**config.mk**
```make
export PLATFORM = sky130hd
export DESIGN_NAME = sec_command_protect
export DESIGN_NICKNAME = d
export VERILOG_FILES = /design/src/sec_command_protect.v
export VERILOG_INCLUDE_DIRS = /design/src
export SDC_FILE = /design/constraint.sdc
export NUM_CORES = 2
export LEC_CHECK = 0
export BUFFER_PORTS_ARGS = -buffer_cell sky130_fd_sc_hd__buf_2
export CAP_MARGIN = 20
export CORE_MARGIN = 5
export CORE_UTILIZATION = 42
export CTS_BUF_LIST = sky130_fd_sc_hd__clkbuf_8
export DETAILED_ROUTE_END_ITERATION = 12
export GPL_TIMING_DRIVEN = 0
export PLACE_DENSITY = 0.62
export SLEW_MARGIN = 0
export SYNTH_ARGS = -nofsm -noshare
export SYNTH_HDL_FRONTEND = slang
export SYNTH_SLANG_ARGS = --single-unit
export TNS_END_PERCENT = 20
```
**constraint.sdc**
```tcl
create_clock -name clk -period 7.45 [get_ports clk]
set_clock_uncertainty 0.15 [all_clocks]
set_input_delay 1.49 -clock clk [delete_from_list [all_inputs] [get_ports clk]]
set_output_delay 1.49 -clock clk [all_outputs]
set_load 0.02 [all_outputs]
```
**src/sec_defs.vh**
```
// constants for the serial eeprom command and protection block
`ifndef SEC_DEFS_VH
`define SEC_DEFS_VH

// opcodes after masking bit 3
`define SEC_OP_MASK       8'hf7
`define SEC_OP_SET_WL     8'h06
`define SEC_OP_CLR_WL     8'h04
`define SEC_OP_RD_STAT    8'h05
`define SEC_OP_WR_STAT    8'h01
`define SEC_OP_RD_ARR     8'h03
`define SEC_OP_WR_ARR     8'h02
`define SEC_OP_RD_ID      8'h83
`define SEC_OP_WR_ID      8'h82

// status byte layout
`define SEC_ST_BUSY       0
`define SEC_ST_WL         1
`define SEC_ST_BPLO       2
`define SEC_ST_BPHI       3
`define SEC_ST_HWPE       7
`define SEC_ST_ALL_BUSY   8'hff

// address fields
`define SEC_ADDR_SEL_BIT  10
`define SEC_LOCK_DATA_BIT 1
`define SEC_BP_QTR_BASE   15'h6000
`define SEC_BP_HALF_BASE  15'h4000

// pin synchroniser order and reset level: {wp_n, si, cs_n, sck}
`define SEC_PIN_SCK       0
`define SEC_PIN_CS        1
`define SEC_PIN_SI        2
`define SEC_PIN_WP        3
`define SEC_PIN_RST       4'hf

// self-timed write cycle
`define SEC_CLK_PERIOD_NS 20
`define SEC_T_WR_NS       5000000

`endif

```
**src/sec_command_protect.v**
```verilog
// spi eeprom command decoder, write protection and write-cycle sequencer
`timescale 1ns/10ps
`include "sec_defs.vh"
// What this block does
// - power-up leaves write latch cleared
// - latch clears after disable, status or array write
// - write-enable instruction sets the write latch
// - busy accepts only read-status
// - read-status repeats status byte while selected
// - status write keeps only protect bits
// - status write needs latch, no hardware protection
// - protect bits change only at cycle end
// - protect-enable clears only with pin high
// - array read streams, wraps, stops on deselect
// - array write wraps inside 64-byte page
// - over 64 bytes keeps the last ones
// - protected block untouched; others need latch
// - top address bit ignored for array
// - id read starts at low six bits
// - id read refused while busy
// - id write needs select bit zero
// - lock-status byte bit 0, repeated
// - lock needs deselect at byte boundary
// - lock refused: no latch, all protected, locked
// - sample on rising, shift on falling, msb first
// - decode the eight opcodes, bit 3 ignored
// - block protect selects quarter, half, all
// - status layout; all ones while busy

// shift-register fifo; head word sits in a flip-flop
module sec_fifo #(
    parameter W = 23,
    parameter D = 4,
    parameter AW = 2
) (
    input  wire         clk,
    input  wire         resetn,
    input  wire         in_valid,
    output wire         in_ready,
    input  wire [W-1:0] in_data,
    output reg          out_valid,
    input  wire         out_ready,
    output wire [W-1:0] out_data
);
    reg [W-1:0] mem [0:D-1];
    reg [AW:0]  count_reg;
    wire        push;
    wire        pop;
    wire [AW:0] wpos;
    wire [AW:0] count_next;
    integer     i;

    assign in_ready   = (count_reg < D);
    assign push       = in_valid & in_ready;
    assign pop        = out_valid & out_ready;
    assign wpos       = count_reg - {{AW{1'b0}}, pop};
    assign count_next = count_reg + {{AW{1'b0}}, push} - {{AW{1'b0}}, pop};
    assign out_data   = mem[0];

    // entries slide toward the head on each pop
    always @(posedge clk or negedge resetn) begin
        if (!resetn) begin
            count_reg <= {(AW+1){1'b0}};
            out_valid <= 1'b0;
            for (i = 0; i < D; i = i + 1) begin
                mem[i] <= {W{1'b0}};
            end
        end else begin
            count_reg <= count_next;
            out_valid <= (count_next != {(AW+1){1'b0}});
            for (i = 0; i < D; i = i + 1) begin
                if (push && (i == wpos)) begin
                    mem[i] <= in_data;
                end else if (pop && (i < D - 1)) begin
                    mem[i] <= mem[i+1];
                end
            end
        end
    end
endmodule

module sec_command_protect #(
    parameter WR_CYCLES = `SEC_T_WR_NS / `SEC_CLK_PERIOD_NS,
    parameter TIMER_W   = 18,
    parameter FIFO_D    = 4
) (
    input  wire        clk,
    input  wire        resetn,
    input  wire        sck,
    input  wire        cs_n,
    input  wire        si,
    input  wire        wp_n,
    output reg         so_out,
    output reg         so_oe_n,
    output reg  [14:0] arr_rd_addr,
    input  wire [7:0]  arr_rd_data,
    output wire        arr_wr_valid,
    input  wire        arr_wr_ready,
    output wire [14:0] arr_wr_addr,
    output wire [7:0]  arr_wr_data,
    output reg         busy,
    output reg         write_latch_bit,
    output reg         hw_protect_enable,
    output reg         block_protect_lo,
    output reg         block_protect_hi,
    output reg         id_locked
);
    // serial states, one-hot
    localparam S_IDLE = 6'h01;
    localparam S_CMD  = 6'h02;
    localparam S_ADDR = 6'h04;
    localparam S_WDAT = 6'h08;
    localparam S_RDAT = 6'h10;
    localparam S_SKIP = 6'h20;
    // write cycle states
    localparam W_IDLE  = 3'h1;
    localparam W_DRAIN = 3'h2;
    localparam W_TIMER = 3'h4;
    // read sources and write-cycle kinds
    localparam SRC_STAT = 4'h1;
    localparam SRC_ARR  = 4'h2;
    localparam SRC_ID   = 4'h4;
    localparam SRC_LOCK = 4'h8;
    localparam K_STAT = 4'h1;
    localparam K_ARR  = 4'h2;
    localparam K_ID   = 4'h4;
    localparam K_LOCK = 4'h8;

    // three-flop pin synchronisers plus agreement filter
    reg  [3:0] s1_reg, s2_reg, s3_reg, f_reg, fp_reg;
    wire [3:0] f_next = (s2_reg & ~(s2_reg ^ s3_reg)) | (f_reg & (s2_reg ^ s3_reg));

    always @(posedge clk or negedge resetn) begin
        if (!resetn) begin
            s1_reg <= `SEC_PIN_RST;
            s2_reg <= `SEC_PIN_RST;
            s3_reg <= `SEC_PIN_RST;
            f_reg  <= `SEC_PIN_RST;
            fp_reg <= `SEC_PIN_RST;
        end else begin
            s1_reg <= {wp_n, si, cs_n, sck};
            s2_reg <= s1_reg;
            s3_reg <= s2_reg;
            f_reg  <= f_next;
            fp_reg <= f_reg;
        end
    end

    wire sel      = ~f_reg[`SEC_PIN_CS];
    wire cs_fall  = fp_reg[`SEC_PIN_CS] & ~f_reg[`SEC_PIN_CS];
    wire cs_rise  = ~fp_reg[`SEC_PIN_CS] & f_reg[`SEC_PIN_CS];
    wire sck_rise = sel & ~fp_reg[`SEC_PIN_SCK] & f_reg[`SEC_PIN_SCK];
    wire sck_fall = sel & fp_reg[`SEC_PIN_SCK] & ~f_reg[`SEC_PIN_SCK];
    wire si_f     = f_reg[`SEC_PIN_SI];
    wire wp_high  = f_reg[`SEC_PIN_WP];

    reg  [5:0]  st_reg;
    reg  [7:0]  op_reg;
    reg  [7:0]  sh_reg;
    reg  [2:0]  bit_reg;
    reg         abyte_reg;
    reg  [15:0] addr_reg;
    reg  [1:0]  nbyte_reg;
    reg  [2:0]  ocnt_reg;
    reg  [7:0]  osh_reg;
    reg  [3:0]  src_reg;
    reg  [7:0]  stat_data_reg;
    reg  [7:0]  lock_data_reg;
    reg  [8:0]  page_reg;
    reg  [5:0]  ptr_reg;
    reg  [7:0]  pbuf [0:63];
    reg  [63:0] pmask_reg;
    reg  [7:0]  idpg [0:63];
    reg  [2:0]  wst_reg;
    reg  [3:0]  kind_reg;
    reg  [5:0]  idx_reg;
    reg  [TIMER_W-1:0] tmr_reg;
    integer     j;

    wire [7:0]  in_byte = {sh_reg[6:0], si_f};
    wire [7:0]  opm     = in_byte & `SEC_OP_MASK;
    wire [7:0]  opk     = op_reg & `SEC_OP_MASK;
    wire        hw_prot = hw_protect_enable & ~wp_high;
    wire [1:0]  bp      = {block_protect_hi, block_protect_lo};
    wire [14:0] drain_addr = {page_reg, idx_reg};

    // status byte reads all ones during a write cycle
    wire [7:0] stat_byte = busy ? `SEC_ST_ALL_BUSY :
        {hw_protect_enable, 3'h0, block_protect_hi, block_protect_lo, write_latch_bit, 1'b0};

    // protected range by block protect level
    function prot;
        input [14:0] a;
        input [1:0]  lvl;
        begin
            case (lvl)
                2'b01:   prot = (a >= `SEC_BP_QTR_BASE);
                2'b10:   prot = (a >= `SEC_BP_HALF_BASE);
                2'b11:   prot = 1'b1;
                default: prot = 1'b0;
            endcase
        end
    endfunction

    // byte to shift out next, chosen by the active read source
    reg [7:0] out_byte;
    always @* begin
        case (src_reg)
            SRC_STAT: out_byte = stat_byte;
            SRC_ARR:  out_byte = arr_rd_data;
            SRC_ID:   out_byte = idpg[addr_reg[5:0]];
            SRC_LOCK: out_byte = {7'h00, id_locked};
            default:  out_byte = 8'h00;
        endcase
    end

    // array writes never touch the protected block
    wire drain_ok   = pmask_reg[idx_reg] & ~prot(drain_addr, bp);
    wire push_valid = wst_reg[1] & kind_reg[1] & drain_ok;
    wire push_ready;
    wire drain_step = wst_reg[1] & (~push_valid | push_ready);

    sec_fifo #(
        .W  (23),
        .D  (FIFO_D),
        .AW (2)
    ) u_fifo (
        .clk       (clk),
        .resetn    (resetn),
        .in_valid  (push_valid),
        .in_ready  (push_ready),
        .in_data   ({drain_addr, pbuf[idx_reg]}),
        .out_valid (arr_wr_valid),
        .out_ready (arr_wr_ready),
        .out_data  ({arr_wr_addr, arr_wr_data})
    );

    // serial engine and write-cycle sequencer share the protection state
    always @(posedge clk or negedge resetn) begin
        if (!resetn) begin
            st_reg            <= S_IDLE;
            op_reg            <= 8'h00;
            sh_reg            <= 8'h00;
            bit_reg           <= 3'h0;
            abyte_reg         <= 1'b0;
            addr_reg          <= 16'h0000;
            nbyte_reg         <= 2'h0;
            ocnt_reg          <= 3'h0;
            osh_reg           <= 8'h00;
            src_reg           <= SRC_STAT;
            stat_data_reg     <= 8'h00;
            lock_data_reg     <= 8'h00;
            page_reg          <= 9'h000;
            ptr_reg           <= 6'h00;
            pmask_reg         <= 64'h0;
            so_out            <= 1'b0;
            so_oe_n           <= 1'b1;
            arr_rd_addr       <= 15'h0000;
            busy              <= 1'b0;
            write_latch_bit   <= 1'b0;
            hw_protect_enable <= 1'b0;
            block_protect_lo  <= 1'b0;
            block_protect_hi  <= 1'b0;
            id_locked         <= 1'b0;
            wst_reg           <= W_IDLE;
            kind_reg          <= K_STAT;
            idx_reg           <= 6'h00;
            tmr_reg           <= {TIMER_W{1'b0}};
            for (j = 0; j < 64; j = j + 1) begin
                pbuf[j] <= 8'h00;
                idpg[j] <= 8'h00;
            end
        end else begin
            // frame start
            if (cs_fall) begin
                st_reg    <= S_CMD;
                bit_reg   <= 3'h0;
                nbyte_reg <= 2'h0;
                abyte_reg <= 1'b0;
                ocnt_reg  <= 3'h0;
            end else if (cs_rise) begin
                st_reg  <= S_IDLE;
                so_oe_n <= 1'b1;
                // operations start only on a deselect at a byte boundary
                if (st_reg[3] && (bit_reg == 3'h0)) begin
                    case (opk)
                        `SEC_OP_SET_WL: write_latch_bit <= 1'b1;
                        `SEC_OP_CLR_WL: write_latch_bit <= 1'b0;
                        `SEC_OP_WR_STAT: begin
                            if ((nbyte_reg != 2'h0) && write_latch_bit && !hw_prot) begin
                                busy     <= 1'b1;
                                kind_reg <= K_STAT;
                                wst_reg  <= W_TIMER;
                                tmr_reg  <= {TIMER_W{1'b0}};
                            end
                        end
                        `SEC_OP_WR_ARR: begin
                            // outside the block the latch must be set
                            if ((nbyte_reg != 2'h0) && write_latch_bit) begin
                                busy     <= 1'b1;
                                kind_reg <= K_ARR;
                                wst_reg  <= W_DRAIN;
                                idx_reg  <= 6'h00;
                            end
                        end
                        `SEC_OP_WR_ID: begin
                            if (!addr_reg[`SEC_ADDR_SEL_BIT]) begin
                                if ((nbyte_reg != 2'h0) && write_latch_bit && !id_locked) begin
                                    busy     <= 1'b1;
                                    kind_reg <= K_ID;
                                    wst_reg  <= W_DRAIN;
                                    idx_reg  <= 6'h00;
                                end
                            end else if ((nbyte_reg == 2'h1) && write_latch_bit &&
                                         (bp != 2'b11) && !id_locked &&
                                         lock_data_reg[`SEC_LOCK_DATA_BIT]) begin
                                // exactly one data byte then deselect
                                busy     <= 1'b1;
                                kind_reg <= K_LOCK;
                                wst_reg  <= W_TIMER;
                                tmr_reg  <= {TIMER_W{1'b0}};
                            end
                        end
                        default: ;
                    endcase
                end
            end else if (sck_rise && (st_reg[1] || st_reg[2] || st_reg[3])) begin
                // msb-first sampling on rising clock
                sh_reg  <= in_byte;
                bit_reg <= bit_reg + 3'h1;
                if (bit_reg == 3'h7) begin
                    if (st_reg[1]) begin
                        op_reg <= in_byte;
                        if (busy && (opm != `SEC_OP_RD_STAT)) begin
                            st_reg <= S_SKIP;
                        end else begin
                            case (opm)
                                `SEC_OP_SET_WL, `SEC_OP_CLR_WL, `SEC_OP_WR_STAT:
                                    st_reg <= S_WDAT;
                                `SEC_OP_RD_STAT: begin
                                    st_reg  <= S_RDAT;
                                    src_reg <= SRC_STAT;
                                end
                                `SEC_OP_RD_ARR, `SEC_OP_WR_ARR, `SEC_OP_RD_ID, `SEC_OP_WR_ID:
                                    st_reg <= S_ADDR;
                                default: st_reg <= S_SKIP;
                            endcase
                        end
                    end else if (st_reg[2]) begin
                        abyte_reg <= 1'b1;
                        if (!abyte_reg) begin
                            addr_reg[15:8] <= in_byte;
                        end else begin
                            addr_reg[7:0] <= in_byte;
                            ptr_reg       <= in_byte[5:0];
                            page_reg      <= {addr_reg[14:8], in_byte[7:6]};
                            arr_rd_addr   <= {addr_reg[14:8], in_byte};
                            case (opk)
                                `SEC_OP_RD_ARR: begin
                                    st_reg  <= S_RDAT;
                                    src_reg <= SRC_ARR;
                                end
                                `SEC_OP_RD_ID: begin
                                    st_reg  <= S_RDAT;
                                    src_reg <= addr_reg[`SEC_ADDR_SEL_BIT] ? SRC_LOCK : SRC_ID;
                                end
                                default: begin
                                    st_reg    <= S_WDAT;
                                    pmask_reg <= 64'h0;
                                end
                            endcase
                        end
                    end else begin
                        if (nbyte_reg != 2'h2) begin
                            nbyte_reg <= nbyte_reg + 2'h1;
                        end
                        // only the protect bits are kept, first byte wins
                        if (nbyte_reg == 2'h0) begin
                            stat_data_reg <= in_byte;
                        end
                        lock_data_reg <= in_byte;
                        if ((opk == `SEC_OP_WR_ARR) ||
                            ((opk == `SEC_OP_WR_ID) && !addr_reg[`SEC_ADDR_SEL_BIT])) begin
                            // later bytes overwrite earlier ones at the same slot
                            pbuf[ptr_reg]      <= in_byte;
                            pmask_reg[ptr_reg] <= 1'b1;
                            ptr_reg            <= ptr_reg + 6'h01;
                        end
                    end
                end
            end else if (sck_fall && st_reg[4]) begin
                // shift out on falling clock, repeat or advance per byte
                so_oe_n  <= 1'b0;
                ocnt_reg <= ocnt_reg + 3'h1;
                if (ocnt_reg == 3'h0) begin
                    so_out  <= out_byte[7];
                    osh_reg <= {out_byte[6:0], 1'b0};
                    if (src_reg == SRC_ARR) begin
                        arr_rd_addr <= arr_rd_addr + 15'h0001;
                    end
                    if (src_reg == SRC_ID) begin
                        addr_reg[5:0] <= addr_reg[5:0] + 6'h01;
                    end
                end else begin
                    so_out  <= osh_reg[7];
                    osh_reg <= {osh_reg[6:0], 1'b0};
                end
            end

            // write-cycle sequencer; nothing above starts one while busy
            case (wst_reg)
                W_DRAIN: begin
                    if (drain_step) begin
                        if (kind_reg[2] && pmask_reg[idx_reg]) begin
                            idpg[idx_reg] <= pbuf[idx_reg];
                        end
                        idx_reg <= idx_reg + 6'h01;
                        if (idx_reg == 6'h3f) begin
                            wst_reg <= W_TIMER;
                            tmr_reg <= {TIMER_W{1'b0}};
                        end
                    end
                end
                W_TIMER: begin
                    if (tmr_reg != WR_CYCLES[TIMER_W-1:0] - 1'b1) begin
                        tmr_reg <= tmr_reg + 1'b1;
                    end else if (!arr_wr_valid) begin
                        // results become visible only now
                        wst_reg         <= W_IDLE;
                        busy            <= 1'b0;
                        write_latch_bit <= 1'b0;
                        if (kind_reg[0]) begin
                            block_protect_lo  <= stat_data_reg[`SEC_ST_BPLO];
                            block_protect_hi  <= stat_data_reg[`SEC_ST_BPHI];
                            // no 1-to-0 while the pin is low
                            hw_protect_enable <= (hw_protect_enable & ~wp_high) |
                                                 stat_data_reg[`SEC_ST_HWPE];
                        end
                        if (kind_reg[3]) begin
                            id_locked <= 1'b1;
                        end
                    end
                end
                default: ;
            endcase
        end
    end
endmodule

```
==> metrics.txt <==
synth warn=0; Slew HR=0.1504; Crit Path Class=flip-flop to flip-flop; top_reg_cell synth=dfrtp_1; HP Class=flip-flop to flip-flop; leading cell type in the layout, fill and taps excluded=dfrtp_1; number of DRC markers in iteration 0=3,950; gr usage total=0.2642; pwr dens=207.8 mW/mm²; Clock Path Buffers=3; Final min period=6.113 ns; cell mode on critical path=clkbuf_1; fin nets=4,840; Critical Path Max Stage Delay=0.94 ns; dpl cells=6,494; Post-synth EDFFs=0; status=finished clean; Total Power=14.42 mW; Arrival @ worst endpoint=6.84 ns; DRC viols=0; most frequent cells in the layout=1,304 x dfrtp_1, 1,145 x mux2_2, 275 x clkbuf_8, 230 x clkbuf_1, 171 x nor2_1; Syn-to-layout area delta=13.01%; vias in the first global route=42,100; Routed WL per cell=29.58 µm; crit path cell chain=buf_6 -> buf_8 -> buf_2 -> nor3_2 -> clkbuf_1 -> clkbuf_1 -> a22oi_1 -> a31oi_1 -> a21oi_1 -> nand4_1 -> clkbuf_1 -> clkbuf_1 -> mux2_2; IO Port Bufs=61; largest net degree at the start of global routing=171; Initial Util=0.4219; Worst Tran Pin Value=1.274 ns; initial antenna violation count=7; FF-to-FF End=idpg[470]$_DFFE_PN0P_; biggest regs=idpg: 512 flops, pbuf: 512 flops, u_fifo.mem: 69 flops; area of the core=0.1456 mm²; post-CTS sizing=0; Worst path top cell family by delay=buffers and inverters; Worst-path clk slew=0.06 ns; chip width=392.4 µm; CP endpoint kind=flip-flop; Slew Viols, Final=0; Max Cap Viol=0; Post-Syn Nets=4,512; final hold vios=0; Cells after Synth=4,476; CTS H-tree lvls=4; Max VDD drop=0.1477 mV; Critical path buffers and inverters=7; share of the synthesized area in the top cell type=0.5313; die height=392.4 µm; DR pass1 iterations=6; setup_tns=0 ns; Clk Latency, worst-skew pair=0.97 ns; first-pass GRT wire length=297,600 µm; async set-reset flop share out of synthesis=1.000; share of post-route cells with drive strength above 1=0.3906; clk sinks=1,326; via count=41,900; CTS root buf=clkbuf_8; Fmax=163.6 MHz; Worst path depth=13; final WL=204,200 µm; Synth Area per Inst=13.72 µm²; die area=0.1540 mm²; Final period util=0.8206; Cell variety after synth=80; critical path's slowest cell=clkbuf_1; Synth Register Bits=1,326; post-DR vias/cell=6.070; antenna-violating nets left=0; Leakage=33.15 nW; TritonCTS clock tree=done; grt ovf=0; final core utilization=0.4768; HPWL Detailed=140,700 µm; fin cells=6,903; synth top area cells=dfrtp_1 53%, mux2_2 21%, mux4_2 5.5%; worst hold slack=0.2059 ns; area leader, netlist=dfrtp_1; CP Max Fanout=10; hold bufs inserted after CTS=0; sequential-to-total area share from yosys stat=0.5407; Cell Rows=140; RSZ-0062 raised after global routing=no; # IOs=62; Critical Path Sink=idpg[470]$_DFFE_PN0P_; GPL Wtd Cong=0.9314; startpoint class of the critical path=flip-flop; CTS buffer count=216; Setup violations, final=0; synthesized area=0.06142 mm²; CP Launch Point=idx_reg[0]$_DFF_PN0_; r2r startpoint=idx_reg[0]$_DFF_PN0_; CP Data Required Time=8.17 ns; R2R depth=13; Post CTS Setup Buffer Count=0; Worst R2R Setup Slack=1.34 ns
==> cell usage after synthesis (11+ instances only) <==
library cell / number
and2_1: 11
mux2_2: 1145
a22oi_1: 158
dfstp_2: 22
a221oi_1: 62
clkbuf_1: 231
mux4_2: 150
nor2_2: 27
nor4_4: 58
nand4_1: 16
nor4_1: 16
mux2_1: 13
nand3_1: 57
a21oi_1: 153
a22o_1: 61
buf_1: 35
mux2i_1: 62
o21ai_0: 66
o22ai_1: 19
buf_4: 34
nand2_1: 155
inv_1: 28
nor2b_1: 24
nand2b_1: 23
and3_1: 16
ha_1: 20
buf_2: 50
a31oi_1: 77
o21a_1: 11
nor3_1: 32
dfrtp_1: 1304
nor2_1: 171
==> power by group <==
group	switching [mW]	leakage, nW	internal [mW]
clock	3.06	2.61	3.44
combinational	0.510	12.1	0.131
sequential	0.0293	18.4	7.25
total	3.60	33.1	10.8
==> cell type report <==
| class | instances | area (µm²) |
|---|---|---|
| clock buffer | 275 | 3785 |
| tap | 1917 | 2399 |
| inverter | 32 | 120.1 |
| buffer | 360 | 1638 |
| sequential | 1326 | 33210 |
| multi-input combinational | 2758 | 26480 |
| timing repair buffer | 110 | 1109 |
| antenna | 6 | 15.01 |
| fill | 12890 | 76160 |
| clock inverter | 119 | 649.4 |
==> stage by stage <==
stage / worst slack, ns / cell area, µm²
after floorplan: 3.314 / 61420
after global placement: -24.56 / 64120
after detailed placement: 1.510 / 64850
after CTS: 1.465 / 69280
after global routing: 1.374 / 69400
final: 1.337 / 69400
==> worst min path at each step <==
stage | end | cells past startpoint | startpoint
after global placement | s2_reg[2]$_DFF_PN1_ | 0 | s1_reg[2]$_DFF_PN1_
after floorplan | s2_reg[0]$_DFF_PN1_ | 0 | s1_reg[0]$_DFF_PN1_
final | s2_reg[2]$_DFF_PN1_ | 0 | s1_reg[2]$_DFF_PN1_
after detailed placement | s2_reg[2]$_DFF_PN1_ | 0 | s1_reg[2]$_DFF_PN1_
after global routing | s2_reg[2]$_DFF_PN1_ | 0 | s1_reg[2]$_DFF_PN1_
after CTS | s2_reg[2]$_DFF_PN1_ | 0 | s1_reg[2]$_DFF_PN1_
==> logic make-up after synthesis <==
| logic type | synth area share |
|---|---|
| XOR/XNOR | 0.0005705 |
| AO/OA/AOI/OAI | 0.07558 |
| buffers and inverters | 0.02858 |
| adder cells (fa/ha/maj) | 0.005052 |
| multiplexers | 0.2800 |
| flip-flops | 0.5407 |
| AND/OR/NAND/NOR | 0.06947 |
==> layer usage <==
metal,up-vias,share of wire,GRT usage
met5,-,0,0
met4,0,0.050,0.1200
met3,486,0.083,0.06322
met2,1853,0.45,0.4043
met1,22130,0.42,0.3581
li1,17440,-,-
(Power assumes the default switching activity.)
